<file path="config.mk">
export PLATFORM = sky130hd
export DESIGN_NAME = per_top
export DESIGN_NICKNAME = d
export VERILOG_FILES = /design/src/logic/per_pkg.sv /design/src/logic/per_perr_delay.sv /design/src/logic/per_abort_timer.sv /design/src/logic/per_top.sv
export SDC_FILE = /design/constraint.sdc
export NUM_CORES = 1
export LEC_CHECK = 0
export BUFFER_PORTS_ARGS = -buffer_cell sky130_fd_sc_hd__buf_2
export CAP_MARGIN = 20
export CORE_AREA = 3 3 80 82
export CTS_CLUSTER_SIZE = 20
export DETAILED_ROUTE_END_ITERATION = 8
export DIE_AREA = 0 0 83 85
export PLACE_DENSITY_LB_ADDON = 0.08
export SLEW_MARGIN = 40
export SYNTH_ARGS = -nofsm -noshare
export SYNTH_HDL_FRONTEND = slang
export SYNTH_SLANG_ARGS = --single-unit
export TNS_END_PERCENT = 1
</file>
<file path="constraint.sdc">
create_clock -name core_clk -period 1.6 [get_ports core_clk]
set_clock_uncertainty 0.2 [all_clocks]
set_input_delay 0.24 -clock core_clk [delete_from_list [all_inputs] [get_ports core_clk]]
set_output_delay 0.24 -clock core_clk [all_outputs]
set_load 0.05 [all_outputs]
</file>
<file path="src/logic/per_pkg.sv">
// Purpose: Shared constants and types of the PCI/PCI-X error-response block
// Assumes: All counts are in bus clocks of core_clk
// Notes: Status bit positions follow the command and status register layouts
`default_nettype none
package per_pkg;
  // Response latencies and master-abort windows, in bus clocks
  localparam int PERR_LAT_CONV = 2;
  localparam int PERR_LAT_PCIX = 3;
  localparam logic [2:0] DEVSEL_TO_CONV = 3'h5;
  localparam logic [2:0] DEVSEL_TO_PCIX = 3'h7;
  // Command register field positions
  localparam int CMD_PAR_RESP_BIT = 6;
  localparam int CMD_SERR_EN_BIT = 8;
  localparam int PCIX_CMD_DPER_BIT = 0;
  // Status register field positions
  localparam int STS_DET_PAR_BIT = 15;
  localparam int STS_SERR_BIT = 14;
  localparam int STS_MST_ABORT_BIT = 13;
  localparam int STS_MST_PAR_BIT = 8;
  localparam int PCIX_STS_RCV_SPLIT_BIT = 29;
  // Split completion attribute and message codes
  localparam int SPLIT_ERR_ATTR_BIT = 30;
  localparam logic [3:0] SCM_CLASS_BRIDGE = 4'h1;
  localparam logic [7:0] SCM_INDEX_MST_ABORT = 8'h00;
  // IDE control block byte that is claimed
  localparam logic [1:0] IDE_ALT_OFFSET = 2'h2;
  // Reset value of all error flags
  localparam logic [6:0] FLAGS_RESET = 7'h00;

  typedef struct packed {
    logic detPar;
    logic serrSet;
    logic mstAbort;
    logic mstPar;
    logic rcvScErr;
    logic dmaErr;
    logic dmaActive;
  } per_flags_t;

  typedef struct packed {
    logic wrParErr;
    logic rdCplParErr;
    logic scmParErr;
  } per_evt_t;

  typedef struct packed {
    logic attrValid;
    logic [31:0] attr;
    logic msgValid;
    logic [3:0] msgClass;
    logic [7:0] msgIndex;
    logic dataValid;
  } per_scm_t;

  typedef struct packed {
    logic valid;
    logic [3:0] cmd;
    logic addrParErr;
    logic [1:0] ctrlBarHit;
    logic [1:0] byteOff;
  } per_inb_t;

  typedef struct packed {
    logic fire;
    logic master;
  } per_perr_t;
endpackage
`default_nettype wire

</file>
<file path="src/logic/per_perr_delay.sv">
// Purpose: Delays a parity-error report to the PERR# slot after its data phase
// Assumes: At most one report per clock
// Notes: Output is registered and high for one clock
`default_nettype none
module per_perr_delay (
  input wire logic core_clk,
  input wire logic rst_n,
  input wire logic pcixMode,
  input wire per_pkg::per_perr_t evtIn,
  output per_pkg::per_perr_t evtOut
);
  import per_pkg::*;
  per_perr_t s1_q, s1_d, s2_q, s2_d, out_q, out_d;

  // Pick the tap so the output lands two or three clocks after the input
  always_comb begin
    s1_d = evtIn;
    s2_d = s1_q;
    out_d = (pcixMode) ? s2_q : s1_q;
  end

  // Pipeline registers
  always_ff @(posedge core_clk or negedge rst_n) begin
    if (!rst_n) begin
      s1_q <= '0;
      s2_q <= '0;
      out_q <= '0;
    end else begin
      s1_q <= s1_d;
      s2_q <= s2_d;
      out_q <= out_d;
    end
  end

  assign evtOut = out_q;
endmodule
`default_nettype wire

</file>
<file path="src/logic/per_abort_timer.sv">
// Purpose: Watches DEVSEL# after FRAME# of an outbound transaction
// Assumes: frameStart is a one-clock pulse in the clock FRAME# is asserted
// Notes: timeout is a registered one-clock pulse
`default_nettype none
module per_abort_timer (
  input wire logic core_clk,
  input wire logic rst_n,
  input wire logic pcixMode,
  input wire logic frameStart,
  input wire logic devselSeen,
  output logic timeout
);
  import per_pkg::*;
  logic active_q, active_d, tmo_q, tmo_d;
  logic [2:0] cnt_q, cnt_d;

  // Count clocks since FRAME# until DEVSEL# or the window ends
  always_comb begin
    active_d = active_q;
    cnt_d = cnt_q;
    tmo_d = 1'b0;
    if (frameStart) begin
      active_d = 1'b1;
      cnt_d = 3'h1;
    end else if (active_q) begin
      if (devselSeen) begin
        active_d = 1'b0;
      end else if (cnt_q == (pcixMode ? DEVSEL_TO_PCIX : DEVSEL_TO_CONV)) begin
        active_d = 1'b0;
        tmo_d = 1'b1;
      end else begin
        cnt_d = cnt_q + 3'h1;
      end
    end
  end

  // Timer registers
  always_ff @(posedge core_clk or negedge rst_n) begin
    if (!rst_n) begin
      active_q <= 1'b0;
      cnt_q <= 3'h0;
      tmo_q <= 1'b0;
    end else begin
      active_q <= active_d;
      cnt_q <= cnt_d;
      tmo_q <= tmo_d;
    end
  end

  assign timeout = tmo_q;
endmodule
`default_nettype wire

</file>
<file path="src/logic/per_top.sv">
// Purpose: Error response of the PCI/PCI-X interface: PERR#, SERR#, DEVSEL# and error status
// Assumes: Bus decode delivers one-clock event pulses synchronous to core_clk
// Notes: Status is written one-to-clear; a set in the same clock wins
//
// What this block does
// - Bad parity reported on our inbound read data causes no action or status.
// - Write data parity error drives PERR# 2 clocks later, 3 in PCI-X, if enabled.
// - Write data parity error always sets detected parity error.
// - PCI-X read completion parity error drives PERR# 3 clocks later, if enabled.
// - That PERR# sets master parity error; detected parity error is always set.
// - Then SERR# and its status if SERR enabled and recover enable clear.
// - Read completion parity error sets DMA error and clears DMA active.
// - Split completion message with parity error is still accepted normally.
// - Split message parity error drives PERR# 3 clocks later, sets master parity.
// - Then SERR# and its status if SERR enabled and recover enable clear.
// - Attribute bit 30 set sets received split completion error status.
// - That status setting also sets detected parity, DMA error, clears DMA active.
// - No DEVSEL# within 5 clocks, 7 in PCI-X, of FRAME# is master abort.
// - PCI-X message class 1h index 00h is master abort of split read.
// - Any master abort sets status bit 13, DMA error, clears DMA active.
// - Master-aborted MSI write with SERR enable asserts SERR# and sets status.
// - Message-signalled master abort sets received split completion error bit.
// - Target master-aborts conventional address parity errors and PCI-X inbound reads.
// - Unsupported inbound commands never get DEVSEL#.
// - IDE control block is decoded through base address registers 1 and 3.
// - In the control block only byte 02H is claimed; others get no DEVSEL#.
`default_nettype none
module per_top (
  input wire logic core_clk,
  input wire logic rst_n,
  input wire logic pcixMode,
  input wire logic [15:0] pciCommandReg,
  input wire logic [15:0] pcixCommandReg,
  input wire logic pciStatusWr,
  input wire logic [15:0] pciStatusWrData,
  input wire logic pcixStatusWr,
  input wire logic [31:0] pcixStatusWrData,
  input wire logic dmaStart,
  input wire logic dmaErrClr,
  input wire per_pkg::per_evt_t evt,
  input wire logic inbRdParErrSeen,
  input wire per_pkg::per_scm_t scm,
  input wire logic frameStart,
  input wire logic devselSeen,
  input wire logic msiWrite,
  input wire per_pkg::per_inb_t inb,
  output logic [15:0] pciStatusReg,
  output logic [31:0] pcixStatusReg,
  output logic dmaErr,
  output logic dmaActive,
  output logic perrNOut,
  output logic perrOe,
  output logic serrNOut,
  output logic serrOe,
  output logic devselClaim,
  output logic ideAltSel,
  output logic scmAccept
);
  import per_pkg::*;

  per_flags_t flags_q, flags_d;
  per_perr_t perrIn, perrOut;
  logic serr_q, serr_d;
  logic parRespEn, serrEn, dperEn;
  logic maTimeout, msgAbort, maEvent, rcvScNew, serrReq;
  logic detParSet, dmaFail;

  // Commands 0,1,4,5,8,9 are not accepted by this target
  function automatic logic cmdSupported(input logic [3:0] c);
    cmdSupported = !(c == 4'h0 || c == 4'h1 || c == 4'h4 ||
                     c == 4'h5 || c == 4'h8 || c == 4'h9);
  endfunction

  // Read-type commands
  function automatic logic cmdIsRead(input logic [3:0] c);
    cmdIsRead = (c == 4'h2 || c == 4'h6 || c == 4'ha || c == 4'hc || c == 4'he);
  endfunction

  // Enables from the command registers
  assign parRespEn = pciCommandReg[CMD_PAR_RESP_BIT];
  assign serrEn = pciCommandReg[CMD_SERR_EN_BIT];
  assign dperEn = pcixCommandReg[PCIX_CMD_DPER_BIT];

  // Queue a PERR# report; enables are sampled at the data phase
  always_comb begin
    perrIn.fire = parRespEn & (evt.wrParErr |
                  (pcixMode & (evt.rdCplParErr | evt.scmParErr)));
    perrIn.master = evt.rdCplParErr | evt.scmParErr;
  end

  per_perr_delay uDelay (
    .core_clk(core_clk),
    .rst_n(rst_n),
    .pcixMode(pcixMode),
    .evtIn(perrIn),
    .evtOut(perrOut)
  );

  per_abort_timer uTimer (
    .core_clk(core_clk),
    .rst_n(rst_n),
    .pcixMode(pcixMode),
    .frameStart(frameStart),
    .devselSeen(devselSeen),
    .timeout(maTimeout)
  );

  // Event decode; inbRdParErrSeen deliberately drives nothing
  always_comb begin
    msgAbort = pcixMode & scm.msgValid & (scm.msgClass == SCM_CLASS_BRIDGE) &
               (scm.msgIndex == SCM_INDEX_MST_ABORT);
    maEvent = maTimeout | msgAbort;
    rcvScNew = (scm.attrValid & scm.attr[SPLIT_ERR_ATTR_BIT]) | msgAbort;
    serrReq = (perrOut.fire & perrOut.master & serrEn & !dperEn) |
              (maTimeout & msiWrite & serrEn);
    detParSet = evt.wrParErr | evt.rdCplParErr | rcvScNew;
    dmaFail = evt.rdCplParErr | rcvScNew | maEvent;
  end

  // Status: software clears first, hardware sets override
  always_comb begin
    flags_d = flags_q;
    serr_d = serrReq;
    if (pciStatusWr) begin
      if (pciStatusWrData[STS_DET_PAR_BIT]) flags_d.detPar = 1'b0;
      if (pciStatusWrData[STS_SERR_BIT]) flags_d.serrSet = 1'b0;
      if (pciStatusWrData[STS_MST_ABORT_BIT]) flags_d.mstAbort = 1'b0;
      if (pciStatusWrData[STS_MST_PAR_BIT]) flags_d.mstPar = 1'b0;
    end
    if (pcixStatusWr && pcixStatusWrData[PCIX_STS_RCV_SPLIT_BIT]) flags_d.rcvScErr = 1'b0;
    if (dmaErrClr) flags_d.dmaErr = 1'b0;
    if (dmaStart) flags_d.dmaActive = 1'b1;
    if (detParSet) flags_d.detPar = 1'b1;
    if (perrOut.fire && perrOut.master) flags_d.mstPar = 1'b1;
    if (serrReq) flags_d.serrSet = 1'b1;
    if (maEvent) flags_d.mstAbort = 1'b1;
    if (rcvScNew) flags_d.rcvScErr = 1'b1;
    if (dmaFail) begin
      flags_d.dmaErr = 1'b1;
      flags_d.dmaActive = 1'b0;
    end
  end

  // Status and SERR# registers
  always_ff @(posedge core_clk or negedge rst_n) begin
    if (!rst_n) begin
      flags_q <= FLAGS_RESET;
      serr_q <= 1'b0;
    end else begin
      flags_q <= flags_d;
      serr_q <= serr_d;
    end
  end

  // Status words as software sees them
  always_comb begin
    pciStatusReg = 16'h0000;
    pciStatusReg[STS_DET_PAR_BIT] = flags_q.detPar;
    pciStatusReg[STS_SERR_BIT] = flags_q.serrSet;
    pciStatusReg[STS_MST_ABORT_BIT] = flags_q.mstAbort;
    pciStatusReg[STS_MST_PAR_BIT] = flags_q.mstPar;
    pcixStatusReg = 32'h0000_0000;
    pcixStatusReg[PCIX_STS_RCV_SPLIT_BIT] = flags_q.rcvScErr;
  end
  assign dmaErr = flags_q.dmaErr;
  assign dmaActive = flags_q.dmaActive;

  // PERR# and SERR# pins; SERR# is open drain
  assign perrNOut = ~perrOut.fire;
  assign perrOe = perrOut.fire;
  assign serrNOut = 1'b0;
  assign serrOe = serr_q;

  // Target decode: claim only legal accesses
  always_comb begin
    ideAltSel = inb.valid & (|inb.ctrlBarHit) & (inb.byteOff == IDE_ALT_OFFSET);
    devselClaim = inb.valid & cmdSupported(inb.cmd) &
                  !(!pcixMode & inb.addrParErr) &
                  !(pcixMode & cmdIsRead(inb.cmd)) &
                  !((|inb.ctrlBarHit) & (inb.byteOff != IDE_ALT_OFFSET));
  end

  // Split completion data is always taken, parity error or not
  assign scmAccept = scm.dataValid;

  // Checks
  a_perr_conv_lat: assert property (@(posedge core_clk) disable iff (!rst_n)
    (!pcixMode && parRespEn && evt.wrParErr) ##1 !pcixMode ##1 !pcixMode |-> perrOe)
    else $error("PERR# missing two clocks after write parity error");
  a_perr_pcix_lat: assert property (@(posedge core_clk) disable iff (!rst_n)
    (pcixMode && parRespEn && evt.rdCplParErr) ##1 pcixMode [*3] |-> perrOe && !perrNOut)
    else $error("PERR# missing three clocks after completion parity error");
  a_perr_disabled: assert property (@(posedge core_clk) disable iff (!rst_n)
    (!parRespEn && evt.wrParErr && !evt.rdCplParErr && !evt.scmParErr) ##1
    !perrIn.fire [*2] |-> ##1 !perrOe)
    else $error("PERR# driven while parity response disabled");
  a_det_par_wr: assert property (@(posedge core_clk) disable iff (!rst_n)
    evt.wrParErr |=> pciStatusReg[STS_DET_PAR_BIT])
    else $error("Detected parity not set on write parity error");
  a_mst_par_perr: assert property (@(posedge core_clk) disable iff (!rst_n)
    perrOe && !$past(evt.wrParErr, 2) && !$past(evt.wrParErr, 3) |=>
    pciStatusReg[STS_MST_PAR_BIT])
    else $error("Master parity not set with PERR#");
  a_serr_gate: assert property (@(posedge core_clk) disable iff (!rst_n)
    serrOe |-> $past(serrEn) && pciStatusReg[STS_SERR_BIT])
    else $error("SERR# without enable or status");
  a_dma_halt: assert property (@(posedge core_clk) disable iff (!rst_n)
    evt.rdCplParErr |=> dmaErr && !dmaActive)
    else $error("DMA not halted on completion parity error");
  a_split_err_status: assert property (@(posedge core_clk) disable iff (!rst_n)
    scm.attrValid && scm.attr[SPLIT_ERR_ATTR_BIT] |=>
    pcixStatusReg[PCIX_STS_RCV_SPLIT_BIT] && pciStatusReg[STS_DET_PAR_BIT] && dmaErr)
    else $error("Split completion error attribute not recorded");
  a_ma_conv_window: assert property (@(posedge core_clk) disable iff (!rst_n)
    frameStart && !pcixMode ##1 (!devselSeen && !frameStart && !pcixMode) [*5] |=>
    ##1 (pciStatusReg[STS_MST_ABORT_BIT] && dmaErr))
    else $error("Master abort not taken after five clocks");
  a_ma_msg: assert property (@(posedge core_clk) disable iff (!rst_n)
    msgAbort |=> pciStatusReg[STS_MST_ABORT_BIT] && pcixStatusReg[PCIX_STS_RCV_SPLIT_BIT])
    else $error("Master abort message not recorded");
  a_ide_offset: assert property (@(posedge core_clk) disable iff (!rst_n)
    inb.valid && (|inb.ctrlBarHit) && inb.byteOff != IDE_ALT_OFFSET |-> !devselClaim)
    else $error("IDE control block byte other than 02H claimed");
  a_unsup_cmd: assert property (@(posedge core_clk) disable iff (!rst_n)
    inb.valid && !cmdSupported(inb.cmd) |-> !devselClaim)
    else $error("Unsupported command claimed");
  a_status_hold: assert property (@(posedge core_clk) disable iff (!rst_n)
    pciStatusReg[STS_MST_ABORT_BIT] && !pciStatusWr |=> pciStatusReg[STS_MST_ABORT_BIT])
    else $error("Master abort status lost without a clear");

  c_perr_serr: cover property (@(posedge core_clk) disable iff (!rst_n) perrOe ##1 serrOe);
  c_ma_timeout: cover property (@(posedge core_clk) disable iff (!rst_n) maTimeout);
  c_ide_claim: cover property (@(posedge core_clk) disable iff (!rst_n) ideAltSel && devselClaim);
  c_split_abort: cover property (@(posedge core_clk) disable iff (!rst_n) msgAbort);
  c_wr_perr: cover property (@(posedge core_clk) disable iff (!rst_n) evt.wrParErr ##2 perrOe);

  // Read data parity reported by the initiator leaves status alone
  a_rd_par_quiet: assert property (@(posedge core_clk) disable iff (!rst_n)
    inbRdParErrSeen && !detParSet && !maEvent && !perrOut.fire && !pciStatusWr &&
    !pcixStatusWr |=> $stable(pciStatusReg) && $stable(pcixStatusReg))
    else $error("Status changed on reported read data parity");

  // PERR# in PCI-X mode, and none for completions in conventional mode
  a_perr_pcix_wr: assert property (@(posedge core_clk) disable iff (!rst_n)
    (pcixMode && parRespEn && evt.wrParErr) ##1 pcixMode [*3] |-> perrOe)
    else $error("PERR# missing three clocks after PCI-X write parity error");
  a_perr_scm_lat: assert property (@(posedge core_clk) disable iff (!rst_n)
    (pcixMode && parRespEn && evt.scmParErr) ##1 pcixMode [*3] |->
    perrOe ##1 pciStatusReg[STS_MST_PAR_BIT])
    else $error("PERR# or master parity missing after message parity error");
  a_no_perr_conv: assert property (@(posedge core_clk) disable iff (!rst_n)
    (!pcixMode && !evt.wrParErr && (evt.rdCplParErr || evt.scmParErr)) ##1 !pcixMode |=>
    !perrOe)
    else $error("PERR# driven for a completion in conventional mode");

  // SERR# only where enabled
  a_serr_msi: assert property (@(posedge core_clk) disable iff (!rst_n)
    maTimeout && msiWrite && serrEn |=> serrOe && pciStatusReg[STS_SERR_BIT])
    else $error("SERR# missing on master-aborted MSI write");
  a_no_serr_plain: assert property (@(posedge core_clk) disable iff (!rst_n)
    maTimeout && !msiWrite && !(perrOut.fire && perrOut.master) |=> !serrOe)
    else $error("SERR# on master abort of a plain write");
  a_serr_recover_off: assert property (@(posedge core_clk) disable iff (!rst_n)
    perrOut.fire && dperEn && !(maTimeout && msiWrite) |=> !serrOe)
    else $error("SERR# driven with recover enable set");

  // DMA halt and sticky status
  a_dma_abort: assert property (@(posedge core_clk) disable iff (!rst_n)
    maEvent |=> pciStatusReg[STS_MST_ABORT_BIT] && dmaErr && !dmaActive)
    else $error("Master abort did not halt DMA");
  a_rcv_split_det: assert property (@(posedge core_clk) disable iff (!rst_n)
    $rose(pcixStatusReg[PCIX_STS_RCV_SPLIT_BIT]) |->
    pciStatusReg[STS_DET_PAR_BIT] && dmaErr && !dmaActive)
    else $error("Split error status set without its side effects");
  a_det_par_hold: assert property (@(posedge core_clk) disable iff (!rst_n)
    pciStatusReg[STS_DET_PAR_BIT] && !pciStatusWr |=> pciStatusReg[STS_DET_PAR_BIT])
    else $error("Detected parity status lost without a clear");
  a_mst_par_hold: assert property (@(posedge core_clk) disable iff (!rst_n)
    pciStatusReg[STS_MST_PAR_BIT] && !pciStatusWr |=> pciStatusReg[STS_MST_PAR_BIT])
    else $error("Master parity status lost without a clear");
  a_rcv_split_hold: assert property (@(posedge core_clk) disable iff (!rst_n)
    pcixStatusReg[PCIX_STS_RCV_SPLIT_BIT] && !pcixStatusWr |=>
    pcixStatusReg[PCIX_STS_RCV_SPLIT_BIT])
    else $error("Split error status lost without a clear");
  a_dma_err_hold: assert property (@(posedge core_clk) disable iff (!rst_n)
    dmaErr && !dmaErrClr |=> dmaErr)
    else $error("DMA error lost without a clear");

  // PCI-X master abort window
  a_ma_pcix_window: assert property (@(posedge core_clk) disable iff (!rst_n)
    frameStart && pcixMode ##1 (!devselSeen && !frameStart && pcixMode) [*7] |=>
    ##1 (pciStatusReg[STS_MST_ABORT_BIT] && dmaErr))
    else $error("Master abort not taken after seven clocks");

  // Target decode and split completion data
  a_scm_accept: assert property (@(posedge core_clk) disable iff (!rst_n)
    scm.dataValid |-> scmAccept)
    else $error("Split completion data refused");
  a_pcix_rd_abort: assert property (@(posedge core_clk) disable iff (!rst_n)
    inb.valid && pcixMode && cmdIsRead(inb.cmd) |-> !devselClaim)
    else $error("PCI-X inbound read claimed");
  a_addr_par_abort: assert property (@(posedge core_clk) disable iff (!rst_n)
    inb.valid && !pcixMode && inb.addrParErr |-> !devselClaim)
    else $error("Address parity error access claimed");
  a_ide_alt_claim: assert property (@(posedge core_clk) disable iff (!rst_n)
    inb.valid && (|inb.ctrlBarHit) && inb.byteOff == IDE_ALT_OFFSET && !pcixMode &&
    !inb.addrParErr && cmdSupported(inb.cmd) |-> devselClaim && ideAltSel)
    else $error("IDE control block byte 02H not claimed");
endmodule
`default_nettype wire

</file>
==> results of run 1 <==
## logic make-up after synthesis
family / Yosys count / share of synthesized area (%)
other: 1 / 0.312
adder cells (fa/ha/maj): 1 / 1.04
AND/OR/NAND/NOR: 33 / 15.4
multiplexers: 2 / 1.87
XOR/XNOR: 1 / 0.729
buffers and inverters: 48 / 29.7
AO/OA/AOI/OAI: 19 / 11.4
flip-flops: 19 / 39.6
## flip-flops by register name, indices dropped and copies added (netlist names)
name,count
pcixStatusReg,1
uDelay.s1_q,2
dmaErr,1
uTimer.timeout,1
serrOe,1
pciStatusReg,4
uTimer.active_q,1
uDelay.evtOut,2
uTimer.cnt_q,3
uDelay.s2_q,2
dmaActive,1
## cells in the mapped netlist
master,number,area share [%]
mux2_2,2,1.9
a21boi_0,1,0.63
nand3b_1,1,0.63
and4_4,1,0.94
inv_1,2,0.63
nor4_1,2,1.0
a22o_1,1,0.73
and3_1,2,1.0
nor2_1,4,1.2
or3_1,1,0.52
conb_1,1,0.31
dfrtp_1,19,40
ha_1,1,1.0
a221o_1,1,0.83
and3b_1,2,1.5
a211o_2,2,1.7
nor2b_1,4,2.1
a31oi_1,2,1.0
a211o_1,1,0.73
xnor2_1,1,0.73
nand2b_1,1,0.52
o21ai_0,3,1.2
buf_4,45,28
a211oi_1,1,0.63
and4b_1,1,0.83
a21o_1,2,1.2
buf_6,1,0.94
a21oi_1,4,1.7
or2_2,1,0.52
nor3_1,4,1.7
nand3_1,1,0.42
nand2_1,8,2.5
a221o_2,1,0.94
## power by group through the flow
stage               Sequential (uW)  Combinational, uW  Clock [uW]
finish                          542                489         331
detailed placement              550                487           0
CTS                             541                491         345
global route                    547                521         371
floorplan                       612                405           0
global placement                549                484           0
## per-stage QoR
step                      setup slack (ns)  instances  hold slack (ns)  utilization, %
after detailed placement            0.0871        254           0.0110            24.2
after global placement               0.116        254           0.0120            24.2
after floorplan                     0.0111        167           -0.256               -
final                               0.0910        260           0.0123            25.3
after global routing                0.0104        260           0.0106            25.3
after CTS                           0.0744        260          0.00775            25.3
## worst min path at each step
stage,startpoint,endpoint,slack (ns),depth (start not counted)
2_1_floorplan,rst_n,dmaActive,-0.26,0
3_3_place_gp,rst_n,uDelay.evtOut[1],0.01,1
3_5_place_dp,rst_n,pciStatusReg[8],0.01,1
4_1_cts,evt[2],pciStatusReg[15],0.008,2
5_1_grt,evt[2],pciStatusReg[15],0.01,2
6_report,evt[2],pciStatusReg[15],0.01,2
## worst max-delay path, delay by kind of cell, from the launching register on
family | cells | cell delay [ns]
AO/OA/AOI/OAI | 2 | 0.25
flip-flops | 1 | 0.44
adder cells (fa/ha/maj) | 1 | 0.32
AND/OR/NAND/NOR | 1 | 0.17
## repair_timing
action,in CTS,in global routing
endpoints found under the setup margin,0,0
hold buffers,2,0
endpoints found under the hold margin,20,0
resized for setup,0,0
## routing by layer
metal,up-vias,GRT usage [%],wire length [um]
met5,-,0,0
met3,2,2.23,315
met1,430,8.82,1060
met2,64,11.9,1200
met4,0,3.12,22
li1,454,-,-
## layout make-up
type / instances / area [sq um]
multi-input combinational: 100 / 536
sequential: 19 / 475
tap: 75 / 93.8
clock buffer: 4 / 45.0
fill: 643 / 4350
timing repair buffer: 60 / 313
inverter: 2 / 7.51
==> metrics.txt, run 1 <==
time the worst path needs with I/O delays and setup roughly 1.5 ns; RePlAce Congestion just over 0.7; vias in the first global route just over 900; Layout Nets 338; Fin Setup TNS 0 ns; post-layout instance area between 1000 and 1500 sq um; P_leak 0.000793 uW; Synth Instances ~120; Die W 83 um; sequential area share after synthesis 39.6%; Post-Syn Area around 1200 sq um; syn_area_per_cell about 9.7 sq um; first-pass GRT wire length approximately 4.2 mm; Cell Chain, Critical Path ha_1 > and3b_1 > o21ai_0 > a31oi_1; unique cell type count in the Yosys netlist 33; antenna violations before repair 0; Boundary Pins roughly 210; via/cell ratio roughly 3.7; reg2reg end uTimer.cnt_q[1]; largest net degree at the start of global routing 20; Hold Crit Class in2reg; Setup crit end uTimer.cnt_q[1]; DR iter-0 viols 38; Core Footprint 5820 sq um; Worst path max stage delay between 0.4 and 0.5 ns; synth warn 0; combinational power share 35.9%; DRC Markers 0; Skew-Pair Late Insertion Delay between 0.2 and 0.3 ns; Syn-to-layout area delta 22.4%; GRT Overall Usage 7.25%; R2R cell count 4; MaxCap Viol Count 0; crit start category flop; Initial Util about a fifth; RSZ-0062 raised after global routing no; drt wl/cell between 10 and 15 um; DRT Wirelength 2.60 mm; Final period util between 90% and 100%; num rows 28; worst vdd ir about 0.3 mV; Placed Area approximately 1400 sq um; IO Port Bufs 57; status finished clean; Seq pwr share about two fifths; Clock power frac about 24%; most frequent cells in the layout buf_2 (57), conb_1 (44), dfrtp_1 (19); layout cells sized above 1 a little under two fifths; Slew Limit Fails 0; crit path max fanout 6; die area 7060 sq um; power per standard cell area 926 nW/um^2; clock sink count 19; switching share of total power just over 40%; flops & latches, synth 19; worst setup path startpoint uTimer.cnt_q[0]; Int Power 798 uW; Reg2Reg Setup Slack approximately 0.09 ns; Antenna Cells 0; WP data required between 1.5 and 2 ns; Final ANT Viol Nets 0; first-pass detailed-route iteration total 4; FMAX approximately 0.66 GHz; Worst Setup End Kind flop; detailed placer's ending HPWL 2.17 mm; clock buffer depth 2; Fin. Hold Viols 0; Setup CP Type reg2reg; CTS buffer count 3; worst path arrival time between 1 and 1.5 ns; Die H between 80 and 90 um; GRT Residual Overflow 0; total chip power 1360 uW; reg-to-reg critical path startpoint uTimer.cnt_q[0]; CTS tree done; # setup viols final 0; post-CTS setup buffers 0; cell with the largest stage delay on the worst path dfrtp_1; via count of the routed design 950; Root Driver clkbuf_8; switching power between 500 and 600 uW; htree depth 1; most common cell after layout, fill and taps aside buf_2; Worst-path clk slew 0.07 ns
No activity file was read; power rests on OpenSTA's default activity.
==> inputs of run 2 (changes only) <==
--- a/config.mk
+++ b/config.mk
@@ -8,12 +8,14 @@
 export BUFFER_PORTS_ARGS = -buffer_cell sky130_fd_sc_hd__buf_2
 export CAP_MARGIN = 20
 export CORE_AREA = 3 3 80 82
+export CTS_BUF_LIST = sky130_fd_sc_hd__clkbuf_16
 export CTS_CLUSTER_SIZE = 20
 export DETAILED_ROUTE_END_ITERATION = 8
 export DIE_AREA = 0 0 83 85
-export PLACE_DENSITY_LB_ADDON = 0.08
+export PLACE_DENSITY = 0.64
 export SLEW_MARGIN = 40
 export SYNTH_ARGS = -nofsm -noshare
 export SYNTH_HDL_FRONTEND = slang
+export SYNTH_HIERARCHICAL = 1
 export SYNTH_SLANG_ARGS = --single-unit
 export TNS_END_PERCENT = 1
==> metrics.txt, run 2 <==
FMAX 0.647 GHz (was 0.663 GHz); synth warn 6 (was 0); layout cells sized above 1 40.8% (was 37.3%); GRT Residual Overflow 0 (unchanged); Fin Setup TNS 0 ns (unchanged); share of the synthesized area in the top cell type 38.8% (was 39.6%); largest family of logic cells by synthesized area buffers and inverters (unchanged); clock buffer depth 2 (unchanged); Cell Chain, Critical Path ha_1 > and3b_1 > o21ai_0 > a31oi_1 (unchanged); Post-synth top cells buf_4 (45), dfrtp_1 (19), nand2_1 (8) (unchanged); Fin. Hold Viols 0 (unchanged); time the worst path needs with I/O delays and setup 1.54 ns (was 1.51 ns); cell with the largest stage delay on the worst path dfrtp_1 (unchanged); Area contributors post-synth dfrtp_1 (39%), buf_4 (28%), nand2_1 (2.5%) (was dfrtp_1 (40%), buf_4 (28%), nand2_1 (2.5%)); drt wl/cell 10.0 um (about the same); Die H 85 um (unchanged); Boundary Pins 208 (unchanged); first-pass GRT wire length 4.03 mm (was 4.19 mm); Root Driver clkbuf_16 (was clkbuf_8); Worst-path clk slew 0.06 ns (was 0.07 ns); via count of the routed design 962 (was 950); most common cell after layout, fill and taps aside buf_2 (unchanged); number of fill cells 640 (was 643); sequential area share after synthesis 38.8% (was 39.6%); Final ANT Viol Nets 0 (unchanged); dominant cell type by area after synthesis dfrtp_1 (unchanged); Worst Setup End Kind flop (unchanged); Syn-to-layout area delta 25.5% (was 22.4%); Post-Layout Cell Count 259 (was 260); detailed placer's ending HPWL 2.15 mm (was 2.17 mm); Setup CP Type reg2reg (unchanged); RePlAce Congestion 0.724 (was 0.716); vias in the first global route 884 (was 929); post-layout instance area 1540 sq um (was 1470 sq um); EDFF count, synth 0 (unchanged); IO Port Bufs 57 (unchanged); Hold Crit Class in2reg (unchanged); Final period util 96.6% (was 94.3%); Most used DFF post-synth dfrtp_1 (unchanged); Placed Cells 254 (unchanged); antenna violations before repair 0 (unchanged); via/cell ratio 3.71 (was 3.65); die area 7060 sq um (unchanged); crit start category flop (unchanged); # setup viols final 0 (unchanged); Placed Area 1450 sq um (was 1410 sq um); worst path arrival time 1.47 ns (was 1.44 ns); Antenna Cells 0 (unchanged); worst vdd ir 0.378 mV (was 0.298 mV); MaxCap Viol Count 0 (unchanged); Layout Nets 337 (was 338); Initial Util 21.1% (was 20.7%); mux contribution to synthesized area 1.84% (was 1.88%); P_leak 0.000816 uW (was 0.000793 uW); flops & latches, synth 19 (unchanged); status finished clean (unchanged); DRC Markers 0 (unchanged); Synth Instances 122 (was 124); DRT Wirelength 2.59 mm (was 2.60 mm); number of flip-flops in the largest register 4 (unchanged); most frequent cells in the layout buf_2 (57), conb_1 (44), dfrtp_1 (19) (unchanged); simple-gate share of the synthesized area 18.7% (was 15.4%); XOR/XNOR Fraction of Synth Area 0.715% (was 0.729%); clock sink count 19 (unchanged); Post-synth ARST share 100% (unchanged); power per standard cell area 1010 nW/um^2 (was 926 nW/um^2); Post-Syn Area 1220 sq um (was 1200 sq um); unique cell type count in the Yosys netlist 35 (was 33); Compound-Gate Fraction of Synth Area 10.7% (was 11.4%); post-CTS setup buffers 0 (unchanged); htree depth 1 (unchanged); GRT Overall Usage 7.10% (was 7.25%); syn_area_per_cell 10.0 sq um (was 9.69 sq um); Slew Limit Fails 0 (unchanged); num rows 28 (unchanged); first-pass detailed-route iteration total 4 (unchanged); RSZ-0062 raised after global routing no (unchanged); WP data required 1.53 ns (about the same); most common cell in the netlist buf_4 (unchanged); CTS buffer count 3 (unchanged); Skew-Pair Late Insertion Delay 0.25 ns (about the same); DR iter-0 viols 21 (was 38); crit path max fanout 6 (unchanged); Worst path max stage delay 0.43 ns (was 0.44 ns); hold slack 0.00610 ns (was 0.0123 ns); Die W 83 um (unchanged); Post-Synth Adder-Cell Area 1.02% (was 1.04%); Core Footprint 5820 sq um (unchanged); CTS tree done (unchanged); largest net degree at the start of global routing 20 (unchanged)
run 2: cell families (layout without fill, tap and decap cells):
| family | after synthesis | after routing |
|---|---|---|
| fa+ha+maj | 1 | 1 |
| mux | 2 | 2 |
| flops | 19 | 19 |
| simple gates | 34 | 34 |
| other cells | 1 | 44 |
| buf+inv | 46 | 65 |
| xor+xnor | 1 | 1 |
| compound gates | 18 | 18 |
run 2: layer usage:
layer,vias up,wire length [um],global-route usage (%)
met4,0,45,3.12
met2,74,1170,10.9
met1,430,1030,9.22
met5,-,0,0
met3,5,353,2.23
li1,453,-,-
run 2: path summary, 6_finish.rpt:
path                                      start          endpoint  slack [ns]  cells past startpoint
worst min register to register   uDelay/s1_q[1]    uDelay/s2_q[1]        0.17                      0
min in group asynchronous                 rst_n   uTimer/active_q        0.26                      2
worst max-delay path            uTimer/cnt_q[0]   uTimer/cnt_q[1]        0.06                      4
max in group asynchronous                 rst_n  pciStatusReg[14]        0.62                      2
worst max register to register  uTimer/cnt_q[0]   uTimer/cnt_q[1]        0.06                      4
worst min-delay path                     evt[2]  pciStatusReg[15]       0.006                      2
run 2: layout make-up:
class / instances / area, sq um / area share, %
sequential: 19 / 475 / 30.9
clock buffer: 3 / 75.1 / 4.88
clock inverter: 1 / 5.00 / 0.325
tap: 75 / 93.8 / 6.10
multi-input combinational: 100 / 574 / 37.3
inverter: 1 / 3.75 / 0.244
timing repair buffer: 60 / 310 / 20.2
run 2: timing repair:
action                    CTS  global route
resized for setup           0             0
hold buffers                1             0
hold endpoints to repair   19             0
run 2: power breakdown:
group	total (uW)	switching, uW	internal, uW
logic	500	389	110
clock network	513	178	335
registers	541	24.4	517
run 2: per-stage QoR:
| step | util, % | setup WS (ns) | power [uW] |
|---|---|---|---|
| detailed placement | 24.9 | 0.0654 | 1050 |
| CTS | 26.4 | 0.0813 | 1570 |
| global placement | 24.9 | 0.0667 | 1040 |
| global route | 26.4 | 0.00209 | 1630 |
| finish | 26.4 | 0.0552 | 1550 |
| floorplan | - | 0.0890 | 1020 |
run 2: critical path: cells and delay by family, from the launching register on:
| family | cells | cell delay, ns |
|---|---|---|
| AO/OA/AOI/OAI | 2 | 0.28 |
| adder cells (fa/ha/maj) | 1 | 0.33 |
| flip-flops | 1 | 0.43 |
| AND/OR/NAND/NOR | 1 | 0.18 |
